### src/hw/bfto_pkg.sv
// Constants, types and helpers for the flag and time tag operations
// Behaviour
// - Load time tag when condition is true
// - False condition skips load, fetches next
// - Flag n uses parameter bits n, n+8
// - Pair codes: keep, set, clear, toggle
// - Flags 0 and 1 shared with compares
package bfto_pkg;

    // ****************************************************
    // Opcodes and instruction fields
    // ****************************************************
    localparam int          OP_W      = 16;
    localparam int          PRM_W     = 16;
    localparam logic [15:0] OP_FLG    = 16'h000c;
    localparam logic [15:0] OP_LTT    = 16'h000d;
    localparam int          FLAG_N    = 8;
    localparam int          HI_OFS    = 8;
    localparam int          LT_BIT    = 0;
    localparam int          EQ_BIT    = 1;

    // ****************************************************
    // Timing
    // ****************************************************
    localparam int          CLK_NS    = 40;
    localparam int          US_NS     = 1000;
    localparam int          CYC_US    = (US_NS + CLK_NS - 1) / CLK_NS;
    localparam int          TT_W      = 16;

    // ****************************************************
    // Register map, fields and reset values
    // ****************************************************
    localparam int          AW        = 12;
    localparam logic [11:0] REG_CFG2  = 12'h000;
    localparam logic [11:0] REG_FLAGS = 12'h004;
    localparam logic [11:0] REG_TTAG  = 12'h008;
    localparam logic [11:0] REG_STAT  = 12'h00c;
    localparam int          RES_LSB   = 7;
    localparam int          RES_W     = 3;
    localparam logic [2:0]  RES_RST   = 3'h0;
    localparam int          ST_BUSY   = 0;
    localparam int          ST_LOADED = 1;
    localparam int          ST_SKIP   = 2;
    localparam int          ST_FLG    = 3;

    typedef enum logic [1:0] {
        S_IDLE,
        S_EXEC,
        S_NEXT
    } bfto_state_t;

    // ****************************************************
    // Flag pair decode
    // ****************************************************
    function automatic logic [7:0] bfto_flag_apply(
        input logic [7:0]  cur,
        input logic [15:0] prm
    );
        logic [7:0] res;
        res = cur;
        for (int i = 0; i < FLAG_N; i++) begin
            case ({prm[i + HI_OFS], prm[i]})
                2'b01:   res[i] = 1'b1;
                2'b10:   res[i] = 1'b0;
                2'b11:   res[i] = ~cur[i];
                default: res[i] = cur[i];
            endcase
        end
        return res;
    endfunction : bfto_flag_apply

endpackage : bfto_pkg

### src/hw/bfto_top.sv
// Flag update and load time tag executor with APB registers
`timescale 1ns/10ps
module bfto_top #(
    parameter int TT_BITS = bfto_pkg::TT_W,
    parameter int CYC_PER_US = bfto_pkg::CYC_US
) (
    input  wire logic                  pclk,
    input  wire logic                  presetn,
    input  wire logic                  ce,
    input  wire logic [bfto_pkg::AW-1:0] paddr,
    input  wire logic                  psel,
    input  wire logic                  penable,
    input  wire logic                  pwrite,
    input  wire logic [31:0]           pwdata,
    input  wire logic [3:0]            pstrb,
    output logic      [31:0]           prdata,
    output logic                       pready,
    output logic                       pslverr,
    input  wire logic                  instr_valid,
    output logic                       instr_ready,
    input  wire logic [bfto_pkg::OP_W-1:0]  instr_opcode,
    input  wire logic [bfto_pkg::PRM_W-1:0] instr_param,
    input  wire logic                  cond_true,
    input  wire logic                  cmp_valid,
    input  wire logic                  cmp_lt,
    input  wire logic                  cmp_eq,
    output logic                       fetch_next,
    output logic      [7:0]            flags,
    output logic      [TT_BITS-1:0]    ttag
);
    import bfto_pkg::*;

    // ****************************************************
    // Declarations
    // ****************************************************
    bfto_state_t   state;
    bfto_state_t   next_state;
    logic [15:0]   op_q;
    logic [15:0]   param_q;
    logic          cond_q;
    logic [2:0]    res;
    logic [2:0]    next_res;
    logic [3:0]    status;
    logic [3:0]    next_status;
    logic [31:0]   next_prdata;
    logic          slverr_q;
    logic          tt_tick;

    wire           take      = instr_valid && instr_ready;
    wire           in_exec   = state == S_EXEC;
    wire           is_flg    = op_q == OP_FLG;
    wire           is_ltt    = op_q == OP_LTT;
    wire           do_flg    = in_exec && is_flg;
    wire           do_ltt    = in_exec && is_ltt && cond_q;
    wire           skip_ltt  = in_exec && is_ltt && !cond_q;
    wire           apb_setup = psel && !penable;
    wire           apb_acc   = psel && penable && ce;
    wire           hit_cfg2  = paddr == REG_CFG2;
    wire           hit_flags = paddr == REG_FLAGS;
    wire           hit_ttag  = paddr == REG_TTAG;
    wire           hit_stat  = paddr == REG_STAT;
    wire           hit_any   = hit_cfg2 || hit_flags ||
                               hit_ttag || hit_stat;
    wire           cfg_wr    = apb_acc && pwrite && hit_cfg2;
    wire [31:0]    rd_cfg2   = 32'({res, 7'h00});
    wire [31:0]    rd_flags  = 32'(flags);
    wire [31:0]    rd_ttag   = 32'(ttag);
    wire [31:0]    rd_stat   = 32'(status);
    wire [15:0]    tt_value  = param_q;

    // ****************************************************
    // Instruction sequencing
    // ****************************************************
    assign instr_ready = state == S_IDLE;
    assign fetch_next  = state == S_NEXT;

    always_comb begin
        next_state = state;
        case (state)
            S_IDLE: begin
                if (instr_valid) begin
                    next_state = S_EXEC;
                end
            end
            // Either outcome of the test goes straight to fetch
            S_EXEC:  next_state = S_NEXT;
            S_NEXT:  next_state = S_IDLE;
            default: next_state = S_IDLE;
        endcase
    end

    always_ff @(posedge pclk or negedge presetn) begin
        if (!presetn) begin
            state <= S_IDLE;
        end else if (ce) begin
            state <= next_state;
        end
    end

    // Condition sampled with the instruction, not while executing
    always_ff @(posedge pclk or negedge presetn) begin
        if (!presetn) begin
            op_q    <= 16'h0000;
            param_q <= 16'h0000;
            cond_q  <= 1'b0;
        end else if (ce && take) begin
            op_q    <= instr_opcode;
            param_q <= instr_param;
            cond_q  <= cond_true;
        end
    end

    // ****************************************************
    // Status of the last executed operation
    // ****************************************************
    always_comb begin
        next_status = status;
        next_status[ST_BUSY] = next_state != S_IDLE;
        if (in_exec) begin
            next_status[ST_LOADED] = do_ltt;
            next_status[ST_SKIP]   = skip_ltt;
            next_status[ST_FLG]    = do_flg;
        end
    end

    always_ff @(posedge pclk or negedge presetn) begin
        if (!presetn) begin
            status <= 4'h0;
        end else if (ce) begin
            status <= next_status;
        end
    end

    // ****************************************************
    // Datapath instances
    // ****************************************************
    bfto_flag_unit u_flags (
        .pclk      (pclk),
        .presetn   (presetn),
        .ce        (ce),
        .apply     (do_flg),
        .param     (param_q),
        .cmp_valid (cmp_valid),
        .cmp_lt    (cmp_lt),
        .cmp_eq    (cmp_eq),
        .flags     (flags)
    );

    bfto_ttag #(
        .W   (TT_BITS),
        .CYC (CYC_PER_US)
    ) u_ttag (
        .pclk     (pclk),
        .presetn  (presetn),
        .ce       (ce),
        .res      (res),
        .load     (do_ltt),
        .load_val (TT_BITS'(tt_value)),
        .count    (ttag),
        .tick     (tt_tick)
    );

    // ****************************************************
    // APB slave
    // ****************************************************
    // No wait states; a frozen block holds the bus instead
    assign pready  = ce;
    assign pslverr = slverr_q && psel && penable;

    // Read data registered in setup so the access phase is clean
    assign next_prdata = hit_cfg2  ? rd_cfg2  :
                         hit_flags ? rd_flags :
                         hit_ttag  ? rd_ttag  :
                         hit_stat  ? rd_stat  : 32'h0000_0000;

    // Field straddles two byte lanes
    assign next_res = {pstrb[1] ? pwdata[RES_LSB+2:RES_LSB+1]
                                : res[2:1],
                       pstrb[0] ? pwdata[RES_LSB] : res[0]};

    always_ff @(posedge pclk or negedge presetn) begin
        if (!presetn) begin
            prdata   <= 32'h0000_0000;
            slverr_q <= 1'b0;
        end else if (ce && apb_setup) begin
            prdata   <= pwrite ? 32'h0000_0000 : next_prdata;
            slverr_q <= !hit_any || (pwrite && !hit_cfg2);
        end
    end

    always_ff @(posedge pclk or negedge presetn) begin
        if (!presetn) begin
            res <= RES_RST;
        end else if (cfg_wr) begin
            res <= next_res;
        end
    end

    // ****************************************************
    // Assertions
    // ****************************************************
    a_ltt_load: assert property (
        @(posedge pclk) disable iff (!presetn)
        ce && in_exec && is_ltt && cond_q
        |=> ttag == TT_BITS'($past(param_q)))
        else $error("time tag not loaded from parameter");

    a_ltt_skip: assert property (
        @(posedge pclk) disable iff (!presetn)
        ce && skip_ltt && !tt_tick |=> $stable(ttag))
        else $error("time tag changed on false condition");

    a_skip_fetch: assert property (
        @(posedge pclk) disable iff (!presetn)
        ce && skip_ltt |=> fetch_next)
        else $error("no fetch after skipped load");

    a_flg_effect: assert property (
        @(posedge pclk) disable iff (!presetn)
        ce && do_flg && !cmp_valid
        |=> flags == bfto_flag_apply($past(flags), $past(param_q)))
        else $error("flag update gave wrong flags");

    a_flg_pair: assert property (
        @(posedge pclk) disable iff (!presetn)
        ce && do_flg && !cmp_valid && param_q[15:8] == 8'h00
        |=> flags == ($past(flags) | $past(param_q[7:0])))
        else $error("flag set bits not on own flag");

    a_flg_uncond: assert property (
        @(posedge pclk) disable iff (!presetn)
        ce && do_flg && !cond_q && !cmp_valid && param_q == 16'h00ff
        |=> flags == 8'hff)
        else $error("flag update depended on condition");

    a_cmp_shared_top: assert property (
        @(posedge pclk) disable iff (!presetn)
        ce && cmp_valid |=> flags[1:0] == {$past(cmp_eq),
                                            $past(cmp_lt)})
        else $error("compare flags not shared");

    a_res_write: assert property (
        @(posedge pclk) disable iff (!presetn)
        cfg_wr && pstrb[1:0] == 2'b11
        |=> res == $past(pwdata[RES_LSB+2:RES_LSB]))
        else $error("resolution field not written");

    a_apb_unmap: assert property (@(posedge pclk) disable iff (!presetn)
        ce && apb_setup && !hit_any ##1 psel && penable |-> pslverr)
        else $error("unmapped address not flagged");

    // A stall after the take only stretches the execute cycle
    a_seq_len: assert property (
        @(posedge pclk) disable iff (!presetn)
        ce && take ##1 ce |-> in_exec ##1 fetch_next)
        else $error("instruction did not finish");

    // ****************************************************
    // Bus, status and freeze assertions
    // ****************************************************
    a_ce_freeze: assert property (
        @(posedge pclk) disable iff (!presetn)
        !ce |=> $stable(flags) && $stable(ttag) && $stable(res))
        else $error("state moved while clock enable was low");

    a_fetch_pulse: assert property (
        @(posedge pclk) disable iff (!presetn)
        ce && fetch_next |=> !fetch_next && instr_ready)
        else $error("fetch pulse longer than one cycle");

    a_busy_exec: assert property (
        @(posedge pclk) disable iff (!presetn)
        ce && take |=> in_exec && !instr_ready && status[ST_BUSY])
        else $error("taken instruction not executing");

    a_stat_load: assert property (
        @(posedge pclk) disable iff (!presetn)
        ce && do_ltt |=> status[ST_LOADED] && !status[ST_SKIP])
        else $error("load not recorded in status");

    a_stat_skip: assert property (
        @(posedge pclk) disable iff (!presetn)
        ce && skip_ltt |=> status[ST_SKIP] && !status[ST_LOADED])
        else $error("skip not recorded in status");

    a_ro_write: assert property (
        @(posedge pclk) disable iff (!presetn)
        ce && apb_setup && pwrite && hit_any && !hit_cfg2
        ##1 psel && penable |-> pslverr)
        else $error("write to read only register not flagged");

    a_rd_flags: assert property (
        @(posedge pclk) disable iff (!presetn)
        ce && apb_setup && !pwrite && hit_flags
        |=> prdata == 32'($past(flags)))
        else $error("flag register read gave wrong data");

    c_flg_exec: cover property (@(posedge pclk) disable iff (!presetn)
        ce && do_flg);
    c_apb_err: cover property (@(posedge pclk) disable iff (!presetn)
        ce && pslverr);
    c_ltt_load: cover property (@(posedge pclk) disable iff (!presetn)
        ce && do_ltt);
    c_ltt_skip: cover property (@(posedge pclk) disable iff (!presetn)
        ce && skip_ltt);
    c_cmp_flg: cover property (@(posedge pclk) disable iff (!presetn)
        ce && cmp_valid && do_flg);

endmodule : bfto_top

### src/hw/bfto_flag_unit.sv
// General purpose flag register with shared compare flags
`timescale 1ns/10ps
module bfto_flag_unit (
    input  wire logic        pclk,
    input  wire logic        presetn,
    input  wire logic        ce,
    input  wire logic        apply,
    input  wire logic [15:0] param,
    input  wire logic        cmp_valid,
    input  wire logic        cmp_lt,
    input  wire logic        cmp_eq,
    output logic      [7:0]  flags
);
    import bfto_pkg::*;

    logic [7:0] upd_flags;
    logic [7:0] cmp_flags;
    logic [7:0] next_flags;

    // ****************************************************
    // Next value
    // ****************************************************
    // Compare result wins on bits 0 and 1 if both land together
    assign upd_flags  = apply ? bfto_flag_apply(flags, param)
                              : flags;
    assign cmp_flags  = {upd_flags[7:2], cmp_eq, cmp_lt};
    assign next_flags = cmp_valid ? cmp_flags : upd_flags;

    always_ff @(posedge pclk or negedge presetn) begin
        if (!presetn) begin
            flags <= 8'h00;
        end else if (ce) begin
            flags <= next_flags;
        end
    end

    a_cmp_shared: assert property (
        @(posedge pclk) disable iff (!presetn)
        ce && cmp_valid |=> flags[LT_BIT] == $past(cmp_lt) &&
                            flags[EQ_BIT] == $past(cmp_eq))
        else $error("compare result not in shared flags");

    a_flag_hold: assert property (
        @(posedge pclk) disable iff (!presetn)
        !(ce && (apply || cmp_valid)) |=> $stable(flags))
        else $error("flags changed without cause");

endmodule : bfto_flag_unit

### src/hw/bfto_ttag.sv
// Time tag counter with resolution prescaler and load
`timescale 1ns/10ps
module bfto_ttag #(
    parameter int W   = 16,
    parameter int CYC = 25
) (
    input  wire logic         pclk,
    input  wire logic         presetn,
    input  wire logic         ce,
    input  wire logic [2:0]   res,
    input  wire logic         load,
    input  wire logic [W-1:0] load_val,
    output logic      [W-1:0] count,
    output logic              tick
);
    import bfto_pkg::*;

    localparam int CW = $clog2(CYC);
    localparam logic [CW-1:0] CYC_LAST = CW'(CYC - 1);

    logic [CW-1:0] cyc_cnt;
    logic [7:0]    us_cnt;
    logic [7:0]    us_last;
    logic          us_tick;

    // Resolution 2^res microseconds per count
    assign us_last = 8'(8'h01 << res) - 8'h01;
    assign us_tick = cyc_cnt == CYC_LAST;
    assign tick    = us_tick && (us_cnt == us_last);

    // Load restarts the prescaler so the first count is a full one
    always_ff @(posedge pclk or negedge presetn) begin
        if (!presetn) begin
            cyc_cnt <= '0;
            us_cnt  <= 8'h00;
            count   <= '0;
        end else if (ce) begin
            if (load) begin
                cyc_cnt <= '0;
                us_cnt  <= 8'h00;
                count   <= load_val;
            end else begin
                cyc_cnt <= us_tick ? '0 : CW'(cyc_cnt + 1'b1);
                if (tick) begin
                    us_cnt <= 8'h00;
                    count  <= W'(count + 1'b1);
                end else if (us_tick) begin
                    us_cnt <= 8'(us_cnt + 8'h01);
                end
            end
        end
    end

    a_res_scale: assert property (
        @(posedge pclk) disable iff (!presetn)
        ce && !load && !tick |=> count == $past(count))
        else $error("time tag moved off a resolution tick");

endmodule : bfto_ttag

### config.mk
export PLATFORM = sky130hd
export DESIGN_NAME = bfto_top
export DESIGN_NICKNAME = d
export VERILOG_FILES = /design/src/hw/bfto_pkg.sv /design/src/hw/bfto_top.sv /design/src/hw/bfto_flag_unit.sv /design/src/hw/bfto_ttag.sv
export SDC_FILE = /design/constraint.sdc
export NUM_CORES = 1
export LEC_CHECK = 0
export BUFFER_PORTS_ARGS = -buffer_cell sky130_fd_sc_hd__buf_2
export CAP_MARGIN = 15
export CORE_UTILIZATION = 52
export DETAILED_ROUTE_END_ITERATION = 8
export GPL_ROUTABILITY_DRIVEN = 0
export PLACE_DENSITY = 0.81
export SLEW_MARGIN = 30
export SYNTH_ARGS = -nofsm -noshare
export SYNTH_HDL_FRONTEND = slang
export SYNTH_SLANG_ARGS = --single-unit
### constraint.sdc
create_clock -name pclk -period 2.4 [get_ports pclk]
set_input_delay 0.48 -clock pclk [delete_from_list [all_inputs] [get_ports pclk]]
set_output_delay 0.48 -clock pclk [all_outputs]
set_load 0.01 [all_outputs]
==> flow_summary.rst, run 1 <==
.. list-table::
   :header-rows: 1

   * - Metric
     - Value
   * - Outcome
     - complete, no violations
   * - Proportion of synthesized chip area in sequential cells
     - 0.481
   * - Detail Route Antenna Nets
     - 0
   * - Top Family by Delay on Critical Path
     - simple AND/OR/NAND/NOR gates
   * - Number of DRC markers in iteration 0
     - 281
   * - Leakage
     - 2.89 nW
   * - Utilization of the core after routing
     - 0.647
   * - Count of buffers from port buffering
     - 103
   * - Layout Area Growth over Synthesis
     - 20.3%
   * - Kind of end point of the critical path
     - flip-flop
   * - Number of maximum-capacitance constraint violations
     - 0
   * - Arrival time reported for the critical path endpoint
     - 2630 ps
   * - Count of antenna diodes in the layout
     - 0
   * - Relative contribution of combinational cells to total power
     - 0.217
   * - Final nets
     - 703
   * - Max Slew Vio Count
     - 0
   * - Met2 demand-to-capacity share in global routing
     - 0.446
   * - WS Path Type
     - flip-flop to flip-flop
   * - Series of cell instances along the critical path
     - nand4bb_1, or4_1, buf_4, nor3_1, buf_4, nor2_1, and4_1, nor3_1
   * - Power density over the cells
     - 733 mW/mm2
   * - Class of the most critical hold timing path
     - input port to flip-flop
   * - Yosys warning count
     - 0
   * - Fraction of registers with async set/reset
     - 1.00
   * - Overflow after GRT
     - 0
   * - CTS root buf
     - sky130_fd_sc_hd__clkbuf_8
   * - Effective utilization at floorplan
     - 0.537
   * - Top cell type by total area after synthesis
     - sky130_fd_sc_hd__dfrtp_1
   * - Total global routing track utilization
     - 0.263
   * - Slowest cell delay on critical path
     - 460 ps
   * - Routed wirelength normalized by instance count
     - 17.4 um
   * - Critical Path Start Type
     - flip-flop
   * - Post-DP HPWL
     - 9340 um
   * - Clock transition time at the flip-flop clock pins of the worst setup and hold paths
     - 90 ps
   * - Post-Syn Area per Cell
     - 10.2 um2
   * - Clock share of power
     - 0.284
   * - Setup Total Neg Slack
     - 0 ps
   * - TritonCTS clock tree
     - yes
   * - Overall power consumption
     - 4.40 mW
   * - Most instantiated flip-flop cell in the synthesis netlist
     - sky130_fd_sc_hd__dfrtp_1
   * - Cell depth of the worst setup path
     - 8
   * - Global-route wire length before repair
     - 20300 um
   * - Rows
     - 35
   * - Synthesized instance count
     - 491
   * - Number of iterations in the first detailed-routing pass
     - 5
   * - Maximum fanout along the worst path
     - 5
   * - Drt drc
     - 0
   * - Chip Width
     - 100 um
   * - Number of antenna violations at the first check in global routing
     - 0
   * - Number of buffers created by CTS
     - 9
   * - Largest vdd supply drop
     - 0.000427 V
   * - Total number of H-tree levels
     - 3
   * - Final critical-path required period
     - 2350 ps
   * - Worst r2r path cells
     - 8
   * - Synthesized flop and latch total
     - 96
   * - Area contributors post-synth
     - sky130_fd_sc_hd__dfrtp_1, sky130_fd_sc_hd__mux2_2, sky130_fd_sc_hd__o21ai_0
   * - Rel. slew slack
     - 0.643
   * - Met3 usage in global routing
     - 0.0696
   * - Die Span Y
     - 100 um
   * - Highest clock frequency the design can meet
     - 426 MHz
   * - Largest net degree at the start of global routing
     - 54
   * - Clock latency of the later-clocked register in the worst-skew pair
     - 360 ps
   * - Cell with the largest stage delay on the worst path
     - sky130_fd_sc_hd__or4_1
   * - Most Crowded Layer GR
     - met2
   * - Area share of the leading cell type in the synthesized netlist
     - 0.481
   * - Cell Area, Synth
     - 0.00499 mm2
   * - Required arrival time at the worst endpoint
     - 2680 ps
   * - Sw Ratio
     - 0.303
   * - Final hold vios
     - 0
   * - Total length of routed wires
     - 12800 um
   * - Met1 routing resource usage after global routing
     - 0.331
   * - Buf/Inv on CP
     - 2
   * - Share of the clock period used by the worst path
     - 0.978
   * - Count of cells along the worst hold path
     - 3
   * - Worst-case clock buffer depth
     - 2
   * - Final setup viols
     - 0
   * - Boundary Pins
     - 151
   * - EDFF count, synth
     - 0
   * - Total die area
     - 0.00999 mm2
   * - NetSw
     - 1.34 mW
   * - Worst clock skew
     - 7.30 ps
   * - Internal power component
     - 3.07 mW
   * - Worst-Margin Slew
     - 531 ps
   * - Core ar.
     - 0.00928 mm2
   * - Post-route setup slack
     - 53.0 ps
   * - Worst slack after detailed placement
     - -24.9 ps
   * - TritonCTS Sinks
     - 96
   * - Netlist cell types
     - 63
   * - Vias per cell
     - 5.91
   * - Share of layout cells above drive strength 1
     - 0.322
   * - Sequential fraction of design power
     - 0.499
   * - Vias in the first global route
     - 4161
   * - Total number of vias
     - 4359
cell usage in the layout, fill, tap and decap left out, drive strengths merged, types with 7 or more instances in the layout:
cell / instances
or3: 7
nor2: 29
clkbuf: 9
conb: 16
and4: 7
buf: 130
a22o: 7
a31oi: 8
nand3: 11
nand4: 13
a22oi: 9
nand2: 37
nor3: 13
ha: 8
mux2: 35
and3: 20
dfrtp: 96
nor4: 9
a211oi: 9
inv: 8
o21ai: 34
a21oi: 24
sequential cells by signal (all words and copies together) (netlist names), 2 cells and up:
name / flops
prdata: 16
u_ttag.cyc_cnt: 5
status: 4
res: 3
param_q: 16
state: 2
u_flags.flags: 8
op_q: 16
u_ttag.count: 16
u_ttag.us_cnt: 8
power by group through the flow:
stage | registers [mW] | logic, mW | clock network, mW
3_5_place_dp | 2.22 | 0.933 | 0
6_report | 2.20 | 0.957 | 1.25
5_1_grt | 2.23 | 1.06 | 1.32
3_3_place_gp | 2.20 | 0.880 | 0
4_1_cts | 2.19 | 0.941 | 1.26
2_1_floorplan | 2.13 | 0.643 | 0
path summary, 6_finish.rpt:
check,startpoint,endpoint,slack [ps]
setup / recovery,op_q[1],u_ttag.count[15],50
hold / removal,instr_param[7],param_q[7],330
setup reg to reg,op_q[1],u_ttag.count[15],50
hold reg to reg,prdata[4],prdata[4],490
max in group asynchronous,presetn,op_q[5],1240
min in group asynchronous,presetn,u_ttag.count[7],500
cells by family (layout without fill, tap and decap cells):
kind of cell,count (synthesis),count (layout),share of synthesized area
AOI/OAI and AO/OA,120,120,0.161
xor gates and xnor gates,5,5,0.00878
adders and majority gates,8,8,0.0201
buffers and inverters,53,155,0.0547
DFF,96,96,0.481
muxes,37,37,0.0830
other,1,16,0.000752
and+or+nand+nor,171,171,0.191
layer usage:
metal	vias up	wire length, um	share of wire
li1	2017	-	-
met1	2111	5310	0.41
met2	210	6310	0.49
met3	21	1010	0.078
met4	0	211	0.016
met5	-	0	0
stage by stage:
stage	hold WS (ps)	instances	instance area (um2)
after global routing	331	737	6000
final	329	737	6000
after CTS	330	735	5970
after detailed placement	339	719	5720
after global placement	339	719	5720
after floorplan	184	506	5050
layout make-up:
cell class,instances,area [um2]
Inverter,9,33.8
Timing Repair Buffer,131,772
Multi-Input combinational cell,357,2400
Fill cell,756,3280
Clock inverter,6,109
Clock buffer,9,124
Tap cell,129,161
Sequential cell,96,2400
cell usage after synthesis (all sizes together) (3+ instances only):
master and instances:
a211oi 9, a21o 4, a21oi 24, a22o 7
a22oi 9, a311oi 4, a31oi 8, and2 5
and3 20, and4 7, buf 27, clkbuf 17
dfrtp 96, ha 8, inv 8, mux2 35
nand2 37, nand2b 3, nand3 11, nand4 13
nor2 29, nor2b 3, nor3 13, nor4 9
nor4b 3, o21ai 34, or3 7, xor2 5
tightest hold or removal path, cell delays in order:
cell	delay, ps
sky130_fd_sc_hd__buf_2	80
sky130_fd_sc_hd__nand2_1	40
sky130_fd_sc_hd__o21ai_0	60
what timing repair did:
item	4_1_cts	5_1_grt
pin swaps	0	1
endpoints found under the setup margin	8	17
hold buffers	1	0
resized for setup	1	5
endpoints found under the hold margin	10	0
buffers inserted	0	2
Power figures use the tool's default switching activity.
==> inputs of run 2 (changes only) <==
- CORE_UTILIZATION: 52 -> 45
- PLACE_DENSITY: 0.81 -> 0.71
- SETUP_SLACK_MARGIN: unset -> 0.1
- SKIP_LAST_GASP: unset -> 1
==> flow_summary.rst, run 2 (synthesized netlist as in run 1, its figures left out) <==
.. list-table::
   :header-rows: 1

   * - Metric
     - Value
   * - Most frequent standard cell in the layout excluding fill and tap cells
     - sky130_fd_sc_hd__buf_2
   * - Worst-case clock buffer depth
     - 2
   * - Setup Total Neg Slack
     - 0 ps
   * - Capture instance of the worst register-to-register path
     - u_ttag.count[6]
   * - Routed wirelength normalized by instance count
     - 16.7 um
   * - Area of all placed cells without fillers
     - 0.00600 mm2
   * - Cell with the largest stage delay on the worst path
     - sky130_fd_sc_hd__or4_4
   * - Drt drc
     - 0
   * - Sw Ratio
     - 0.314
   * - Sequential fraction of design power
     - 0.531
   * - Flop-to-flop setup slack
     - 210 ps
   * - Final nets
     - 705
   * - Highest clock frequency the design can meet
     - 456 MHz
   * - Required arrival time at the worst endpoint
     - 2650 ps
   * - Worst-Margin Slew
     - 555 ps
   * - Outcome
     - complete, no violations
   * - Buf/Inv on CP
     - 1
   * - Class of the most critical hold timing path
     - input port to asynchronous set/reset pin
   * - Total length of routed wires
     - 12500 um
   * - Leakage
     - 2.88 nW
   * - Number of fillers in the final layout
     - 1003
   * - NetSw
     - 1.31 mW
   * - Post-DP HPWL
     - 9250 um
   * - Number of buffers created by CTS
     - 9
   * - Largest vdd supply drop
     - 0.000533 V
   * - Total global routing track utilization
     - 0.234
   * - Layout Area Growth over Synthesis
     - 20.3%
   * - Core ar.
     - 0.0108 mm2
   * - Largest net degree at the start of global routing
     - 44
   * - Effective utilization at floorplan
     - 0.460
   * - Final hold vios
     - 0
   * - TritonCTS clock tree
     - yes
   * - Number of hold buffers added after cts
     - 0
   * - Overflow after GRT
     - 0
   * - CTS root buf
     - sky130_fd_sc_hd__clkbuf_8
   * - Worst clock skew
     - 9.21 ps
   * - Clock latency of the later-clocked register in the worst-skew pair
     - 380 ps
   * - RSZ-0062 raised after global routing
     - no
   * - Slowest cell delay on critical path
     - 430 ps
   * - Crit path from
     - op_q[5]
   * - Total number of H-tree levels
     - 3
   * - Clock transition time at the flip-flop clock pins of the worst setup and hold paths
     - 90 ps
   * - Final setup viols
     - 0
   * - Final critical-path required period
     - 2190 ps
   * - RR Startpoint
     - op_q[5]
   * - Number of DRC markers in iteration 0
     - 223
   * - Chip Width
     - 107 um
   * - WS Path Type
     - flip-flop to flip-flop
   * - Arrival time reported for the critical path endpoint
     - 2440 ps
   * - Internal power component
     - 2.86 mW
   * - Number of antenna violations at the first check in global routing
     - 0
   * - Rel. slew slack
     - 0.630
   * - Global-route wire length before repair
     - 20500 um
   * - Count of buffers from port buffering
     - 103
   * - Smallest hold slack
     - 80.5 ps
   * - Die Span Y
     - 107 um
   * - Worst r2r path cells
     - 7
   * - Critical Path Start Type
     - flip-flop
   * - Rows
     - 38
   * - Power density over the cells
     - 695 mW/mm2
   * - Vias in the first global route
     - 4157
   * - Overall power consumption
     - 4.17 mW
   * - Share of layout cells above drive strength 1
     - 0.327
   * - Vias per cell
     - 5.73
   * - Kind of end point of the critical path
     - flip-flop
   * - Number of iterations in the first detailed-routing pass
     - 4
   * - Maximum fanout along the worst path
     - 31
   * - Top Family by Delay on Critical Path
     - simple AND/OR/NAND/NOR gates
   * - Count of antenna diodes in the layout
     - 0
   * - Share of the clock period used by the worst path
     - 0.913
   * - Clock share of power
     - 0.244
   * - Series of cell instances along the critical path
     - nand4bb_4, or4_4, or3_4, buf_12, or3_1, o21ai_0, a211oi_1
   * - Boundary Pins
     - 151
   * - Number of maximum-capacitance constraint violations
     - 0
   * - Max Slew Vio Count
     - 0
   * - Detail Route Antenna Nets
     - 0
   * - Placement-stage cell area
     - 0.00575 mm2
   * - Most used cells in the layout excluding fill and tap cells
     - sky130_fd_sc_hd__buf_2, sky130_fd_sc_hd__dfrtp_1, sky130_fd_sc_hd__nand2_1, sky130_fd_sc_hd__mux2_2, sky130_fd_sc_hd__o21ai_0
   * - Total number of vias
     - 4305
   * - Total die area
     - 0.0115 mm2
   * - TritonCTS Sinks
     - 96
   * - Relative contribution of combinational cells to total power
     - 0.225
[run 2: worst max-delay path by stage]
stage | end | depth (start not counted)
6_report | u_ttag.count[6] | 7
4_1_cts | u_ttag.count[1] | 7
5_1_grt | u_ttag.count[13] | 7
3_5_place_dp | u_ttag.count[1] | 7
3_3_place_gp | u_ttag.count[1] | 7
2_1_floorplan | u_ttag.us_cnt[0] | 9
[run 2: layout make-up]
cell class	count	area, um2	share of cell area
Multi-Input combinational cell	357	2420	0.404
Sequential cell	96	2400	0.400
Timing Repair Buffer	133	785	0.131
Tap cell	140	175	0.0292
Clock buffer	12	135	0.0225
Clock inverter	4	45.0	0.00750
Inverter	9	33.8	0.00563
[run 2: through the flow]
step | instances | util | setup slack, ps
5_1_grt | 751 | 0.554 | 117
4_1_cts | 748 | 0.547 | 131
3_5_place_dp | 732 | 0.531 | 144
6_report | 751 | 0.554 | 208
3_3_place_gp | 732 | 0.531 | 151
2_1_floorplan | 506 | - | 262
[run 2: timing repair]
action	4_1_cts	5_1_grt
setup buffers	0	3
gates resized for setup	0	8
setup endpoints to repair	0	24
[run 2: layer usage]
layer / track usage / routed length (um) / part of all wire / vias up
li1: - / - / - / 2031
met1: 0.295 / 5250 / 0.42 / 2078
met2: 0.371 / 6000 / 0.48 / 169
met3: 0.0751 / 954 / 0.076 / 27
met4: 0.0920 / 328 / 0.026 / 0
met5: 0 / 0 / 0 / -
[run 2: worst reg2reg max path: cells and delay by family (launching register included)]
| family | cells | cell delay, ps |
|---|---|---|
| DFF | 1 | 390 |
| buffers and inverters | 1 | 170 |
| and+or+nand+nor | 4 | 1370 |
| AOI/OAI and AO/OA | 2 | 140 |
[run 2: power groups by stage]
stage                     logic [mW]  registers [mW]  clock network (mW)
after detailed placement       0.926            2.23                   0
after global routing            1.05            2.25                1.12
after CTS                      0.929            2.20                1.06
after global placement         0.885            2.21                   0
final                          0.937            2.21                1.02
after floorplan                0.643            2.13                   0
